==> config.mk <==
export PLATFORM = sky130hd
export DESIGN_NAME = idt_core
export DESIGN_NICKNAME = d
export VERILOG_FILES = /design/src/verilog/idt_pkg.sv /design/src/verilog/idt_fifo.sv /design/src/verilog/idt_core.sv
export VERILOG_INCLUDE_DIRS = /design/src /design/src/verilog
export SDC_FILE = /design/constraint.sdc
export NUM_CORES = 1
export LEC_CHECK = 0
export ABC_CLOCK_PERIOD_IN_PS = 3900
export BUFFER_PORTS_ARGS = -buffer_cell sky130_fd_sc_hd__buf_2
export CAP_MARGIN = 20
export CORE_MARGIN = 2
export CORE_UTILIZATION = 49
export CTS_CLUSTER_SIZE = 8
export DETAILED_ROUTE_END_ITERATION = 8
export PLACE_DENSITY = 0.7
export SLEW_MARGIN = 20
export SYNTH_ARGS = -nofsm -noshare
export SYNTH_HDL_FRONTEND = slang
export SYNTH_SLANG_ARGS = --single-unit
==> constraint.sdc <==
create_clock -name ref_clk_in -period 3.9 [get_ports ref_clk_in]
set_clock_uncertainty 0.1 [all_clocks]
set_input_delay 0.975 -clock ref_clk_in [delete_from_list [all_inputs] [get_ports ref_clk_in]]
set_output_delay 0.975 -clock ref_clk_in [all_outputs]
set_load 0.05 [all_outputs]
==> src/verilog/idt_defines.svh <==
// bit positions, reset values and timing counts of the interrupt and dma trigger block
`ifndef IDT_DEFINES_SVH
`define IDT_DEFINES_SVH

// condition flag and condition enable bit positions
`define IDT_CF_START      0
`define IDT_CF_RESTART    1
`define IDT_CF_STOP       2
`define IDT_CF_ADDRESS    3
`define IDT_CF_WRITE      4
`define IDT_CF_ACK_TIME   5
`define IDT_CF_COUNT      6
`define IDT_CF_W          7

// error flag and error enable bit positions
`define IDT_EF_NACK       0
`define IDT_EF_COLLISION  1
`define IDT_EF_TIMEOUT    2
`define IDT_EF_W          3

// buffer status bit positions, any of them forces a nack
`define IDT_ST_TX_WRITE   0
`define IDT_ST_RX_READ    1
`define IDT_ST_TX_UNDER   2
`define IDT_ST_RX_OVER    3
`define IDT_ST_W          4

// bit counts within one nine-bit segment
`define IDT_BYTE_EDGE     4'h8
`define IDT_ACK_EDGE      4'h9
`define IDT_ACK_RISE      4'h8

// reset values
`define IDT_RST_BYTE      8'h00
`define IDT_RST_LINES     3'h7

// time-out length in ticks of the selected time-out source
`define IDT_TOUT_TICKS    8'h19

// receive fifo shape
`define IDT_DATA_W        8
`define IDT_FIFO_DEPTH    8

`endif

==> src/verilog/idt_pkg.sv <==
// types shared by the interrupt and dma trigger block
package idt_pkg;

	// segment phase of the bus transfer
	typedef enum logic [3:0] {
		PH_IDLE    = 4'h1,
		PH_ADDR    = 4'h2,
		PH_ADDR_LO = 4'h4,
		PH_DATA    = 4'h8
	} idt_phase_t;

	// whole state of the core except the receive fifo, which is held in idt_fifo
	typedef struct packed {
		logic [2:0] scl_m;
		logic [2:0] sda_m;
		logic       scl_f;
		logic       sda_f;
		idt_phase_t phase;
		logic [3:0] bitcnt;
		logic [7:0] shift;
		logic       matched;
		logic       client_active;
		logic       host_active;
		logic       read_dir;
		logic       data_ind;
		logic       clock_stretch;
		logic [7:0] tx_buf;
		logic       tx_empty;
		logic       tx_mask;
		logic [7:0] tx_byte;
		logic       tx_load;
		logic [7:0] rx_buf;
		logic       rx_full;
		logic [7:0] byte_cnt;
		logic [6:0] cond;
		logic [2:0] err;
		logic [3:0] status;
		logic [7:0] addr_low;
		logic [7:0] addr_high;
		logic [7:0] tout_cnt;
		logic       stop_pend;
		logic       stop_req;
		logic       nack_send;
		logic       mod_reset;
		logic       tx_flag;
		logic       rx_flag;
		logic       gen_flag;
		logic       err_flag;
		logic       irq;
		logic       wake;
	} idt_state_t;

endpackage

==> src/verilog/idt_fifo.sv <==
// receive fifo between the shift side and the receive buffer
`timescale 1ns/100ps
module idt_fifo #(
	parameter int WIDTH = 8,
	parameter int DEPTH = 8
) (
	input  wire logic             ref_clk_in,
	input  wire logic             rstn_in,
	input  wire logic             flush_in,
	input  wire logic             wr_valid_in,
	output logic                  wr_ready_out,
	input  wire logic [WIDTH-1:0] wr_data_in,
	output logic                  rd_valid_out,
	input  wire logic             rd_ready_in,
	output logic      [WIDTH-1:0] rd_data_out
);

	localparam int AW = $clog2(DEPTH);

	typedef struct packed {
		logic [DEPTH-1:0][WIDTH-1:0] mem;
		logic [AW:0]                 wp;
		logic [AW:0]                 rp;
	} idt_fifo_state_t;

	idt_fifo_state_t q;
	idt_fifo_state_t d;
	logic            full;
	logic            empty;

	// extra pointer bit tells full from empty
	assign empty        = (q.wp == q.rp);
	assign full         = (q.wp[AW] != q.rp[AW]) && (q.wp[AW-1:0] == q.rp[AW-1:0]);
	assign wr_ready_out = ~full;
	assign rd_valid_out = ~empty;
	assign rd_data_out  = q.mem[q.rp[AW-1:0]];

	// push and pop, flush wins over both
	always_comb begin
		d = q;
		if (wr_valid_in && !full) begin
			d.mem[q.wp[AW-1:0]] = wr_data_in;
			d.wp = q.wp + 1'b1;
		end
		if (rd_ready_in && !empty) begin
			d.rp = q.rp + 1'b1;
		end
		if (flush_in) begin
			d.wp = '0;
			d.rp = '0;
		end
	end

	always_ff @(posedge ref_clk_in or negedge rstn_in) begin
		if (!rstn_in) begin
			q <= '0;
		end else begin
			q <= d;
		end
	end

endmodule

==> src/verilog/idt_core.sv <==
// interrupt flags, dma triggers and bus error logic of the i2c module
`timescale 1ns/100ps
`include "idt_defines.svh"
module idt_core (
	input  wire logic       ref_clk_in,
	input  wire logic       rstn_in,
	input  wire logic       scl_in,
	input  wire logic       sda_in,
	input  wire logic       addr_match_in,
	input  wire logic       ten_bit_mode_in,
	input  wire logic       address_buffer_disable_in,
	input  wire logic       host_start_done_in,
	input  wire logic       host_write_in,
	input  wire logic       sda_release_in,
	input  wire logic       clock_release_in,
	input  wire logic       transmit_buffer_write_in,
	input  wire logic [7:0] transmit_buffer_data_in,
	input  wire logic       receive_buffer_read_in,
	input  wire logic       clear_buffers_in,
	input  wire logic       byte_counter_load_in,
	input  wire logic [7:0] byte_counter_value_in,
	input  wire logic [6:0] condition_enable_in,
	input  wire logic [6:0] condition_clear_in,
	input  wire logic [2:0] error_enable_in,
	input  wire logic [2:0] error_clear_in,
	input  wire logic       general_interrupt_enable_in,
	input  wire logic       error_interrupt_enable_in,
	input  wire logic       transmit_interrupt_enable_in,
	input  wire logic       receive_interrupt_enable_in,
	input  wire logic [3:0] timeout_ticks_in,
	input  wire logic [1:0] timeout_source_select_in,
	output logic            transmit_flag_out,
	output logic            receive_flag_out,
	output logic            general_flag_out,
	output logic            error_flag_out,
	output logic            interrupt_out,
	output logic            wake_out,
	output logic [6:0]      condition_flag_out,
	output logic [2:0]      error_register_out,
	output logic [3:0]      buffer_status_out,
	output logic            transmit_buffer_empty_out,
	output logic            receive_buffer_full_out,
	output logic [7:0]      receive_buffer_out,
	output logic [7:0]      byte_counter_out,
	output logic            client_active_out,
	output logic            host_active_out,
	output logic            clock_stretch_out,
	output logic            read_dir_out,
	output logic            data_ind_out,
	output logic [7:0]      address_buffer_low_out,
	output logic [7:0]      address_buffer_high_out,
	output logic [7:0]      shift_byte_out,
	output logic [7:0]      tx_byte_out,
	output logic            tx_load_out,
	output logic            nack_send_out,
	output logic            module_reset_out,
	output logic            stop_request_out
);

	idt_pkg::idt_state_t q;
	idt_pkg::idt_state_t d;
	logic                fifo_push;
	logic [7:0]          fifo_wdata;
	logic                fifo_ready;
	logic                fifo_valid;
	logic                fifo_pop;
	logic [7:0]          fifo_rdata;

	// true while the device takes part in a transfer
	function automatic logic is_active(input idt_pkg::idt_state_t s);
		return s.client_active | s.host_active;
	endfunction

	// transmit next byte into the shifter, or note an underflow
	function automatic idt_pkg::idt_state_t load_tx(input idt_pkg::idt_state_t s);
		idt_pkg::idt_state_t r;
		r = s;
		if (!s.tx_empty) begin
			r.tx_byte  = s.tx_buf;
			r.tx_load  = 1'b1;
			r.tx_empty = 1'b1;
			r.tx_mask  = 1'b0;
		end else if (s.byte_cnt != `IDT_RST_BYTE) begin
			r.status[`IDT_ST_TX_UNDER] = 1'b1;
		end
		return r;
	endfunction

	// bytes wait here when the receive buffer is still full
	idt_fifo #(
		.WIDTH (`IDT_DATA_W),
		.DEPTH (`IDT_FIFO_DEPTH)
	) u_rx_fifo (
		.ref_clk_in   (ref_clk_in),
		.rstn_in      (rstn_in),
		.flush_in     (clear_buffers_in),
		.wr_valid_in  (fifo_push),
		.wr_ready_out (fifo_ready),
		.wr_data_in   (fifo_wdata),
		.rd_valid_out (fifo_valid),
		.rd_ready_in  (fifo_pop),
		.rd_data_out  (fifo_rdata)
	);

	// next state
	always_comb begin
		logic       scl_fall;
		logic       scl_rise;
		logic       start_det;
		logic       stop_det;
		logic       byte_done;
		logic       ack_done;
		logic       dir_tx;
		logic       push;
		logic [3:0] edge_no;
		logic [3:0] status_old;
		scl_fall   = 1'b0;
		scl_rise   = 1'b0;
		start_det  = 1'b0;
		stop_det   = 1'b0;
		byte_done  = 1'b0;
		ack_done   = 1'b0;
		dir_tx     = 1'b0;
		push       = 1'b0;
		edge_no    = 4'h0;
		status_old = q.status;
		d = q;
		d.tx_load   = 1'b0;
		d.nack_send = 1'b0;
		d.mod_reset = 1'b0;
		fifo_wdata  = q.shift;

		// three-stage pin filter, level moves when stages two and three agree
		d.scl_m = {q.scl_m[1:0], scl_in};
		d.sda_m = {q.sda_m[1:0], sda_in};
		if (q.scl_m[1] == q.scl_m[2]) begin
			d.scl_f = q.scl_m[2];
		end
		if (q.sda_m[1] == q.sda_m[2]) begin
			d.sda_f = q.sda_m[2];
		end
		scl_fall  = q.scl_f & ~d.scl_f;
		scl_rise  = ~q.scl_f & d.scl_f;
		start_det = q.scl_f & d.scl_f & q.sda_f & ~d.sda_f;
		stop_det  = q.scl_f & d.scl_f & ~q.sda_f & d.sda_f;

		// software clears first so a same-cycle hardware set wins
		d.cond = q.cond & ~condition_clear_in;
		d.err  = q.err & ~error_clear_in;
		if (clock_release_in) begin
			d.clock_stretch = 1'b0;
		end
		if (byte_counter_load_in) begin
			d.byte_cnt = byte_counter_value_in;
		end
		if (host_start_done_in) begin
			d.host_active = 1'b1;
		end
		dir_tx = d.client_active ? q.read_dir : host_write_in;

		// bus conditions
		if (start_det) begin
			if (q.phase != idt_pkg::PH_IDLE) begin
				d.cond[`IDT_CF_RESTART] = 1'b1;
			end else begin
				d.cond[`IDT_CF_START] = 1'b1;
			end
			d.phase   = idt_pkg::PH_ADDR;
			d.bitcnt  = 4'hf; // start fall wraps to 0
			d.matched = 1'b0;
		end
		if (stop_det) begin
			d.cond[`IDT_CF_STOP] = 1'b1;
			d.phase         = idt_pkg::PH_IDLE;
			d.client_active = 1'b0;
			d.host_active   = 1'b0;
			d.clock_stretch = 1'b0;
			d.stop_pend     = 1'b0;
		end

		// bit sampling on rising clock, ack seen on the ninth pulse
		if (scl_rise && q.phase != idt_pkg::PH_IDLE) begin
			if (q.bitcnt < `IDT_ACK_RISE) begin
				d.shift = {q.shift[6:0], d.sda_f};
			end else if (d.sda_f && is_active(q)) begin
				d.err[`IDT_EF_NACK] = 1'b1;
			end
		end

		// falling clock counts the nine-bit segment
		if (scl_fall && q.phase != idt_pkg::PH_IDLE) begin
			edge_no   = q.bitcnt + 4'h1;
			byte_done = (edge_no == `IDT_BYTE_EDGE);
			ack_done  = (edge_no == `IDT_ACK_EDGE);
			d.bitcnt  = ack_done ? 4'h0 : edge_no;
		end

		// eighth falling edge: address or data byte complete
		if (byte_done) begin
			unique case (q.phase)
				idt_pkg::PH_ADDR, idt_pkg::PH_ADDR_LO: begin
					if (addr_match_in) begin
						d.matched = 1'b1;
						d.cond[`IDT_CF_ADDRESS] = 1'b1;
						if (condition_enable_in[`IDT_CF_ADDRESS]) begin
							d.clock_stretch = 1'b1;
						end
						if (address_buffer_disable_in) begin
							push = 1'b1;
						end else if (q.phase == idt_pkg::PH_ADDR) begin
							d.addr_low = q.shift;
						end else begin
							d.addr_high = q.shift;
						end
						if (q.phase == idt_pkg::PH_ADDR) begin
							d.read_dir = q.shift[0];
							d.data_ind = 1'b0;
						end
					end else begin
						d.matched = 1'b0;
					end
				end
				idt_pkg::PH_DATA: begin
					if (!dir_tx && is_active(q)) begin
						push       = 1'b1;
						d.data_ind = 1'b1;
						if (q.client_active) begin
							d.cond[`IDT_CF_WRITE] = 1'b1;
						end
					end
				end
				idt_pkg::PH_IDLE: begin
				end
			endcase
		end

		// ninth falling edge: acknowledge finished
		if (ack_done) begin
			if (q.phase == idt_pkg::PH_DATA || q.matched) begin
				if (q.client_active || q.matched) begin
					d.cond[`IDT_CF_ACK_TIME] = 1'b1;
					if (condition_enable_in[`IDT_CF_ACK_TIME] && !q.sda_f) begin
						d.clock_stretch = 1'b1;
					end
				end
			end
			unique case (q.phase)
				idt_pkg::PH_ADDR, idt_pkg::PH_ADDR_LO: begin
					if (!q.matched || q.sda_f) begin
						d.phase = idt_pkg::PH_IDLE;
					end else if (q.phase == idt_pkg::PH_ADDR && ten_bit_mode_in
						&& !q.read_dir) begin
						d.phase = idt_pkg::PH_ADDR_LO;
					end else begin
						d.phase         = idt_pkg::PH_DATA;
						d.client_active = 1'b1;
						if (q.read_dir) begin
							d = load_tx(d);
						end
					end
				end
				idt_pkg::PH_DATA: begin
					if (q.byte_cnt != `IDT_RST_BYTE) begin
						d.byte_cnt = q.byte_cnt - 8'h01;
						if (q.byte_cnt == 8'h01) begin
							d.cond[`IDT_CF_COUNT] = 1'b1;
						end
					end
					if (dir_tx && !q.sda_f && d.byte_cnt != `IDT_RST_BYTE) begin
						d = load_tx(d);
					end
				end
				idt_pkg::PH_IDLE: begin
				end
			endcase
		end

		// transmit buffer write and its error
		if (transmit_buffer_write_in) begin
			if (!q.tx_empty) begin
				d.status[`IDT_ST_TX_WRITE] = 1'b1;
			end else begin
				d.tx_buf   = transmit_buffer_data_in;
				d.tx_empty = 1'b0;
				d.tx_mask  = 1'b0;
			end
		end

		// receive byte into the fifo, refused byte is an overrun
		if (push) begin
			if (!fifo_ready) begin
				d.status[`IDT_ST_RX_OVER] = 1'b1;
			end
		end
		fifo_push = push;

		// read of the receive buffer and refill from the fifo
		if (receive_buffer_read_in) begin
			if (q.rx_full) begin
				d.rx_full = 1'b0;
			end else begin
				d.status[`IDT_ST_RX_READ] = 1'b1;
			end
		end
		fifo_pop = fifo_valid && !d.rx_full && !clear_buffers_in;
		if (fifo_pop) begin
			d.rx_buf  = fifo_rdata;
			d.rx_full = 1'b1;
		end

		// clear buffers empties both sides and hides the transmit request
		if (clear_buffers_in) begin
			d.tx_empty = 1'b1;
			d.tx_mask  = 1'b1;
			d.rx_full  = 1'b0;
			d.status   = 4'h0;
		end

		// a newly set buffer error sends a nack and flags it
		if ((d.status & ~status_old) != 4'h0) begin
			d.nack_send         = 1'b1;
			d.err[`IDT_EF_NACK] = 1'b1;
		end

		// time-out counter runs on the selected source while clock is low
		if (q.phase != idt_pkg::PH_IDLE && !d.scl_f) begin
			if (timeout_ticks_in[timeout_source_select_in]) begin
				d.tout_cnt = q.tout_cnt + 8'h01;
			end
		end else begin
			d.tout_cnt = `IDT_RST_BYTE;
		end
		if (d.tout_cnt == `IDT_TOUT_TICKS) begin
			d.tout_cnt = `IDT_RST_BYTE;
			d.err[`IDT_EF_TIMEOUT] = 1'b1;
			if (q.client_active) begin
				d.client_active = 1'b0;
				d.clock_stretch = 1'b0;
				d.mod_reset     = 1'b1;
			end
			if (q.host_active) begin
				d.stop_pend = 1'b1;
			end
		end

		// collision: data low while the lines should both be high
		if (sda_release_in && d.scl_f && !d.sda_f && !start_det) begin
			d.err[`IDT_EF_COLLISION] = 1'b1;
			d.mod_reset = 1'b1;
		end

		// module reset drops the transfer but keeps flags for software
		if (d.mod_reset) begin
			d.phase         = idt_pkg::PH_IDLE;
			d.bitcnt        = 4'h0;
			d.matched       = 1'b0;
			d.client_active = 1'b0;
			d.clock_stretch = 1'b0;
		end

		// stop is only requested once the bus is seen idle
		d.stop_req = d.stop_pend & d.scl_f & d.sda_f;

		// level flags from the next state, registered for the outputs
		d.tx_flag  = is_active(d) && d.byte_cnt != `IDT_RST_BYTE
			&& d.tx_empty && !d.tx_mask;
		d.rx_flag  = is_active(d) && d.rx_full;
		d.gen_flag = |(d.cond & condition_enable_in);
		d.err_flag = |(d.err & error_enable_in);
		d.wake     = d.gen_flag & general_interrupt_enable_in;
		d.irq      = d.wake | (d.err_flag & error_interrupt_enable_in)
			| (d.tx_flag & transmit_interrupt_enable_in)
			| (d.rx_flag & receive_interrupt_enable_in);
	end

	// state register, lines reset to the idle-high level
	always_ff @(posedge ref_clk_in or negedge rstn_in) begin
		if (!rstn_in) begin
			q          <= '0;
			q.scl_m    <= `IDT_RST_LINES;
			q.sda_m    <= `IDT_RST_LINES;
			q.scl_f    <= 1'b1;
			q.sda_f    <= 1'b1;
			q.phase    <= idt_pkg::PH_IDLE;
			q.tx_empty <= 1'b1;
		end else begin
			q <= d;
		end
	end

	// every output is a state flip-flop
	assign transmit_flag_out         = q.tx_flag;
	assign receive_flag_out          = q.rx_flag;
	assign general_flag_out          = q.gen_flag;
	assign error_flag_out            = q.err_flag;
	assign interrupt_out             = q.irq;
	assign wake_out                  = q.wake;
	assign condition_flag_out        = q.cond;
	assign error_register_out        = q.err;
	assign buffer_status_out         = q.status;
	assign transmit_buffer_empty_out = q.tx_empty;
	assign receive_buffer_full_out   = q.rx_full;
	assign receive_buffer_out        = q.rx_buf;
	assign byte_counter_out          = q.byte_cnt;
	assign client_active_out         = q.client_active;
	assign host_active_out           = q.host_active;
	assign clock_stretch_out         = q.clock_stretch;
	assign read_dir_out              = q.read_dir;
	assign data_ind_out              = q.data_ind;
	assign address_buffer_low_out    = q.addr_low;
	assign address_buffer_high_out   = q.addr_high;
	assign shift_byte_out            = q.shift;
	assign tx_byte_out               = q.tx_byte;
	assign tx_load_out               = q.tx_load;
	assign nack_send_out             = q.nack_send;
	assign module_reset_out          = q.mod_reset;
	assign stop_request_out          = q.stop_req;

endmodule

Word-level counts from Yosys, hierarchy flattened
Cells that the tools add are included.
W data, S select, Z words.
- register bits: 186
- logic and storage cells: 272
- output and inout bits: 79
- input port bits: 61
- $add $sub $neg: 5
- reductions and logical operators: 50
- multiplexer cells: 117
- equal/unequal tests: 17
- order comparisons: 5
- bitwise logic cells: 31
- operators by type and width (operator ; count):
    $pmux W106 S2 ; 1
    $mux W89 ; 2
    $mux W76 ; 2
    $mux W106 ; 1
    $mux W8 ; 12
    $mux W1 ; 65
    $bwmux W64 ; 1
    $mux W16 ; 4
    $mux W9 ; 5
    $mux W4 ; 8
    $reduce_bool A8 Y1 ; 4
    $mux W10 ; 3
    $bmux W8 S3 ; 1
    $demux W8 S3 ; 1
    $logic_and A1 B1 Y1 ; 23
    $and A7 B7 Y7 ; 2
    $and A1 B1 Y1 ; 13
    $add A4 B1 Y4 const B ; 3
    $eq A4 B4 Y1 const B ; 3
    $logic_not A1 Y1 ; 12
    $mux W2 ; 6
    $add A8 B1 Y8 const B ; 1
    $eq A8 B1 Y1 const B ; 1
    $eq A8 B5 Y1 const B ; 1
    31 further kinds ; 50

Depth between registers and ports, before layout
- depth in word-level cells: 30
- depth in mapped cells: 11
- gate-level depth less buffers: 10

Hierarchy
A second synthesis with hierarchy kept.
- cell total of the unflattened synthesis: 821
- area, all modules: 9650.5 um^2
- modules (own cells, without submodules) (module ; instances ; seq. area each (um^2) ; area an instance (um^2) ; cells an instance):
    idt_core ; 1 ; 2865.2 ; 6138.4 ; 595
    idt_fifo ; 1 ; 1801.7 ; 3512.1 ; 226

Worst setup path after synthesis
No wires, ideal clock.
- path type: reg-to-reg
- from: register q[103] (netlist bit)
- to: register q (netlist bit interrupt_out)
- clock period less this slack: 3512 ps
- slack: 388 ps
- path buffers: 1
- arrival: 3288 ps
- required time: 3676 ps
- cell stages (with the launch flop): 10
- library setup time: 124 ps
- cells stage by stage: dfrtp_1 -> buf_6 -> or4b_4 -> or3_4 -> a211o_1 -> mux2i_1 -> or4_1 -> or4b_1 -> a41o_1 -> a211o_1
- RTL lines (element ; RTL line ; source):
    start: declaration ; idt_core.sv:60 ; idt_pkg::idt_state_t q;

==> results.md <==
* First-pass GRT wire length at 33.5 mm
* Synthesized area per cell at 11.9 um2
* Skew-Pair Late Insertion Delay at 0.43 ns
* Initial antenna violation count at 0
* Detailed placement HPWL at around 15 mm
* Data required time of the worst path at just over 4 ns
* Fmax achieved at 272 MHz
* Initial Utilization at 0.498
* Worst setup SP type: flop
* # clock sinks at around 190
* CTS tree: built
* CTS Hold Bufs at 0
* Seq/Total Area, Yosys at 0.501
* Crit path kind: reg2reg
* Run status: finished, final reports clean
* VDD IR max at about 330 uV
* Post-Syn Nets at 854
* Layout filler cell count at about 1500
* Crit. End Element: flop
* Die footprint at 20100 um2
* PnR worst setup slack at 0.221 ns
* Fin crit share at 0.943
* Slew Limit Fails at 0
* GRT Overall Usage at 0.214
* Routed wire per std cell at 18.5 um
* Max Cap Violations at 0
* Seq pwr share at 0.467
* Worst min path class: reg2reg
* Reg2reg end: interrupt_out
* DR pass1 iterations at 5
* CTS Buffer Depth at 2
* Setup TNS at 0 ns
* Slew HR at 0.320
* H-tree depth reported by CTS at 4
* GRT overflow at 0
* Tmin final at ~3.7 ns
* Area grow syn2layout at 12.7%
* Unrepaired setup endpoints after global routing: false
* Actual slew at the worst max-slew pin at about 1.0 ns
* Mapped Cells at approximately 790
* Worst setup endpoint: interrupt_out
* Synth Register Bits at 186
* Power per cell area at between 400 and 500 nW/um2
* Initial DRC Count at 512
* Synthesized area at 9320 um2
* Final number of setup-violating endpoints at 0
* Routed WL at 20.8 mm
* Detail Route Antenna Nets at 0
* Worst R2R Path Depth at 8
* Height of the die at 142 um
* FP Rows at 50
* FFs w/ async S/R, synth at 1.00
* Top_reg_cell synth: dfrtp_1
* Pre-CTS setup slack at 0.136 ns
* Final hold vios at 0
* Die Span X at 142 um
* Layout cells sized above 1 at 0.396
* Vias in the first global route at 6368
* DRC at 0
* Sw power at ~1.6 mW
* R2R setup slack at 0.22 ns
* CP startpoint: q[107]
* Count of input and output buffers at 139
* CP arrival at 3.89 ns
* EDFF count, synth at 0
* Root buf cell: clkbuf_16
* Synth warn at 0
* Via count at 6331
* Critical-path maximum fanout at 6
* Comb power frac at 0.178
* Internal Power at 3.23 mW
* Number of distinct library cells after synthesis at 86
* Vias per cell at approximately 5.6
* Core area at 18700 um2
* Fin nets at about 940
* TritonCTS buffer count at 17
* Pleak at 5.18 nW
* Critical R2R Launch: q[107]
* Clk slew on worst S/H paths at 0.07 ns
* Largest net degree at the start of global routing at slightly above 80
* Clock power share at 0.355
* Sw Ratio at 0.326
* Io pins at 140
* GP Congestion at 0.891
-- power by group through the flow --
stage	clock (mW)	sequential, mW	combinational [mW]
6_report	1.70	2.24	0.855
3_3_place_gp	0	2.27	0.846
5_1_grt	1.82	2.27	0.933
3_5_place_dp	0	2.28	0.853
4_1_cts	1.74	2.24	0.858
2_1_floorplan	0	2.20	0.727
-- layout make-up --
type / instances / area (um2) / area share
inverter: 29 / 109 / 0.0104
sequential: 186 / 4670 / 0.445
tap: 234 / 293 / 0.0279
timing repair buffer: 165 / 912 / 0.0869
multi-input combinational: 474 / 3940 / 0.375
clock buffer: 17 / 425 / 0.0405
clock inverter: 15 / 154 / 0.0147
antenna: 1 / 2.50 / 0.000238
-- sequential cells by signal (all words and copies together) (netlist names), 3 cells and up --
| signal | count |
|---|---|
| u_rx_fifo.q | 72 |
| q | 35 |
| address_buffer_high_out | 8 |
| address_buffer_low_out | 8 |
| byte_counter_out | 8 |
| receive_buffer_out | 8 |
| shift_byte_out | 8 |
| tx_byte_out | 8 |
| condition_flag_out | 7 |
| buffer_status_out | 4 |
| error_register_out | 3 |
-- layer usage --
metal  share of wire  track usage  vias up
met5               0            0        -
met4           0.016       0.0663        0
met3           0.061       0.0456       24
met2            0.46        0.336      189
met1            0.46        0.299     3162
li1                -            -     2956
-- critical path, stage by stage, from the launching register on --
cell	delay, ns
dfstp_2	0.57
or3b_1	0.44
or3_4	0.41
a211o_1	0.38
mux2i_1	0.17
or4_1	0.50
or4b_1	0.50
a41o_1	0.25
a211o_1	0.26
-- per-stage QoR --
step | util | hold slack (ns) | instance area, um2 | power [mW] | cells
final | 0.561 | 0.260 | 10500 | 4.80 | 1121
after global routing | 0.561 | 0.266 | 10500 | 5.02 | 1120
after CTS | 0.561 | 0.262 | 10500 | 4.84 | 1120
after detailed placement | 0.530 | 0.252 | 9910 | 3.13 | 1088
after global placement | 0.530 | 0.247 | 9910 | 3.12 | 1088
after floorplan | - | 0.245 | 9320 | 2.93 | 786
-- synth_stat cells (all sizes together), types with 8 or more instances --
cell type  instances  area (um2)
dfrtp            176        4400
mux2             106        1190
buf               67         499
nor2              60         225
clkbuf            30         114
inv               29         109
a21oi             26         130
nand2             24        90.1
mux2i             21         210
mux4              17         383
nor3              17        90.1
o21ai             15        75.1
nand2b            11        68.8
xnor2             11        96.3
dfstp             10         263
nand3              9        45.0
xor2               9        78.8
nor3b              8        75.1
-- placed cells by master, fill, tap and decap left out, types with 4 or more instances in the layout --
master / netlist / final
o211ai_1: 4 / 4
xor2_1: 9 / 9
nand2_1: 24 / 24
ha_1: 7 / 7
buf_2: 0 / 138
dfrtp_1: 176 / 176
a21oi_1: 26 / 26
nand4_1: 6 / 6
mux4_2: 17 / 17
xnor2_1: 11 / 11
nand3_1: 9 / 9
or3_1: 4 / 4
a31oi_1: 4 / 4
clkbuf_16: 0 / 17
buf_4: 62 / 25
o21ai_0: 14 / 14
nor2_1: 60 / 60
nor3_1: 16 / 16
inv_6: 0 / 6
nor3b_1: 5 / 5
a21o_1: 4 / 4
dfstp_2: 10 / 10
inv_8: 0 / 4
nor2b_1: 6 / 6
or4_1: 5 / 5
a21boi_0: 5 / 5
nand2b_1: 11 / 11
mux2_2: 106 / 106
and2_1: 5 / 5
mux2i_1: 21 / 21
inv_1: 29 / 29
and3_1: 5 / 5
-- cells by family (layout without fill, tap and decap cells) --
family | count (synthesis) | in the layout | synth area share
simple gates | 194 | 194 | 0.117
flops | 186 | 186 | 0.501
mux | 144 | 144 | 0.192
buf+inv | 126 | 226 | 0.0775
compound gates | 108 | 108 | 0.0834
xor+xnor | 20 | 20 | 0.0188
fa+ha+maj | 8 | 8 | 0.0105
other cells | 0 | 1 | 0
-- repair_timing --
action / in CTS / in global routing
setup endpoints to repair: 0 / 7
gates resized for setup: 0 / 1
buffers inserted: 0 / 0
-- worst min path at each step --
stage          endpoint   start  depth (start not counted)  slack [ns]
2_1_floorplan    q[109]  q[108]                          0        0.25
3_3_place_gp     q[109]  q[108]                          0        0.25
3_5_place_dp     q[109]  q[108]                          0        0.25
4_1_cts          q[109]  q[108]                          0        0.26
5_1_grt          q[109]  q[108]                          0        0.27
6_report         q[109]  q[108]                          0        0.26
(Power assumes the default switching activity.)
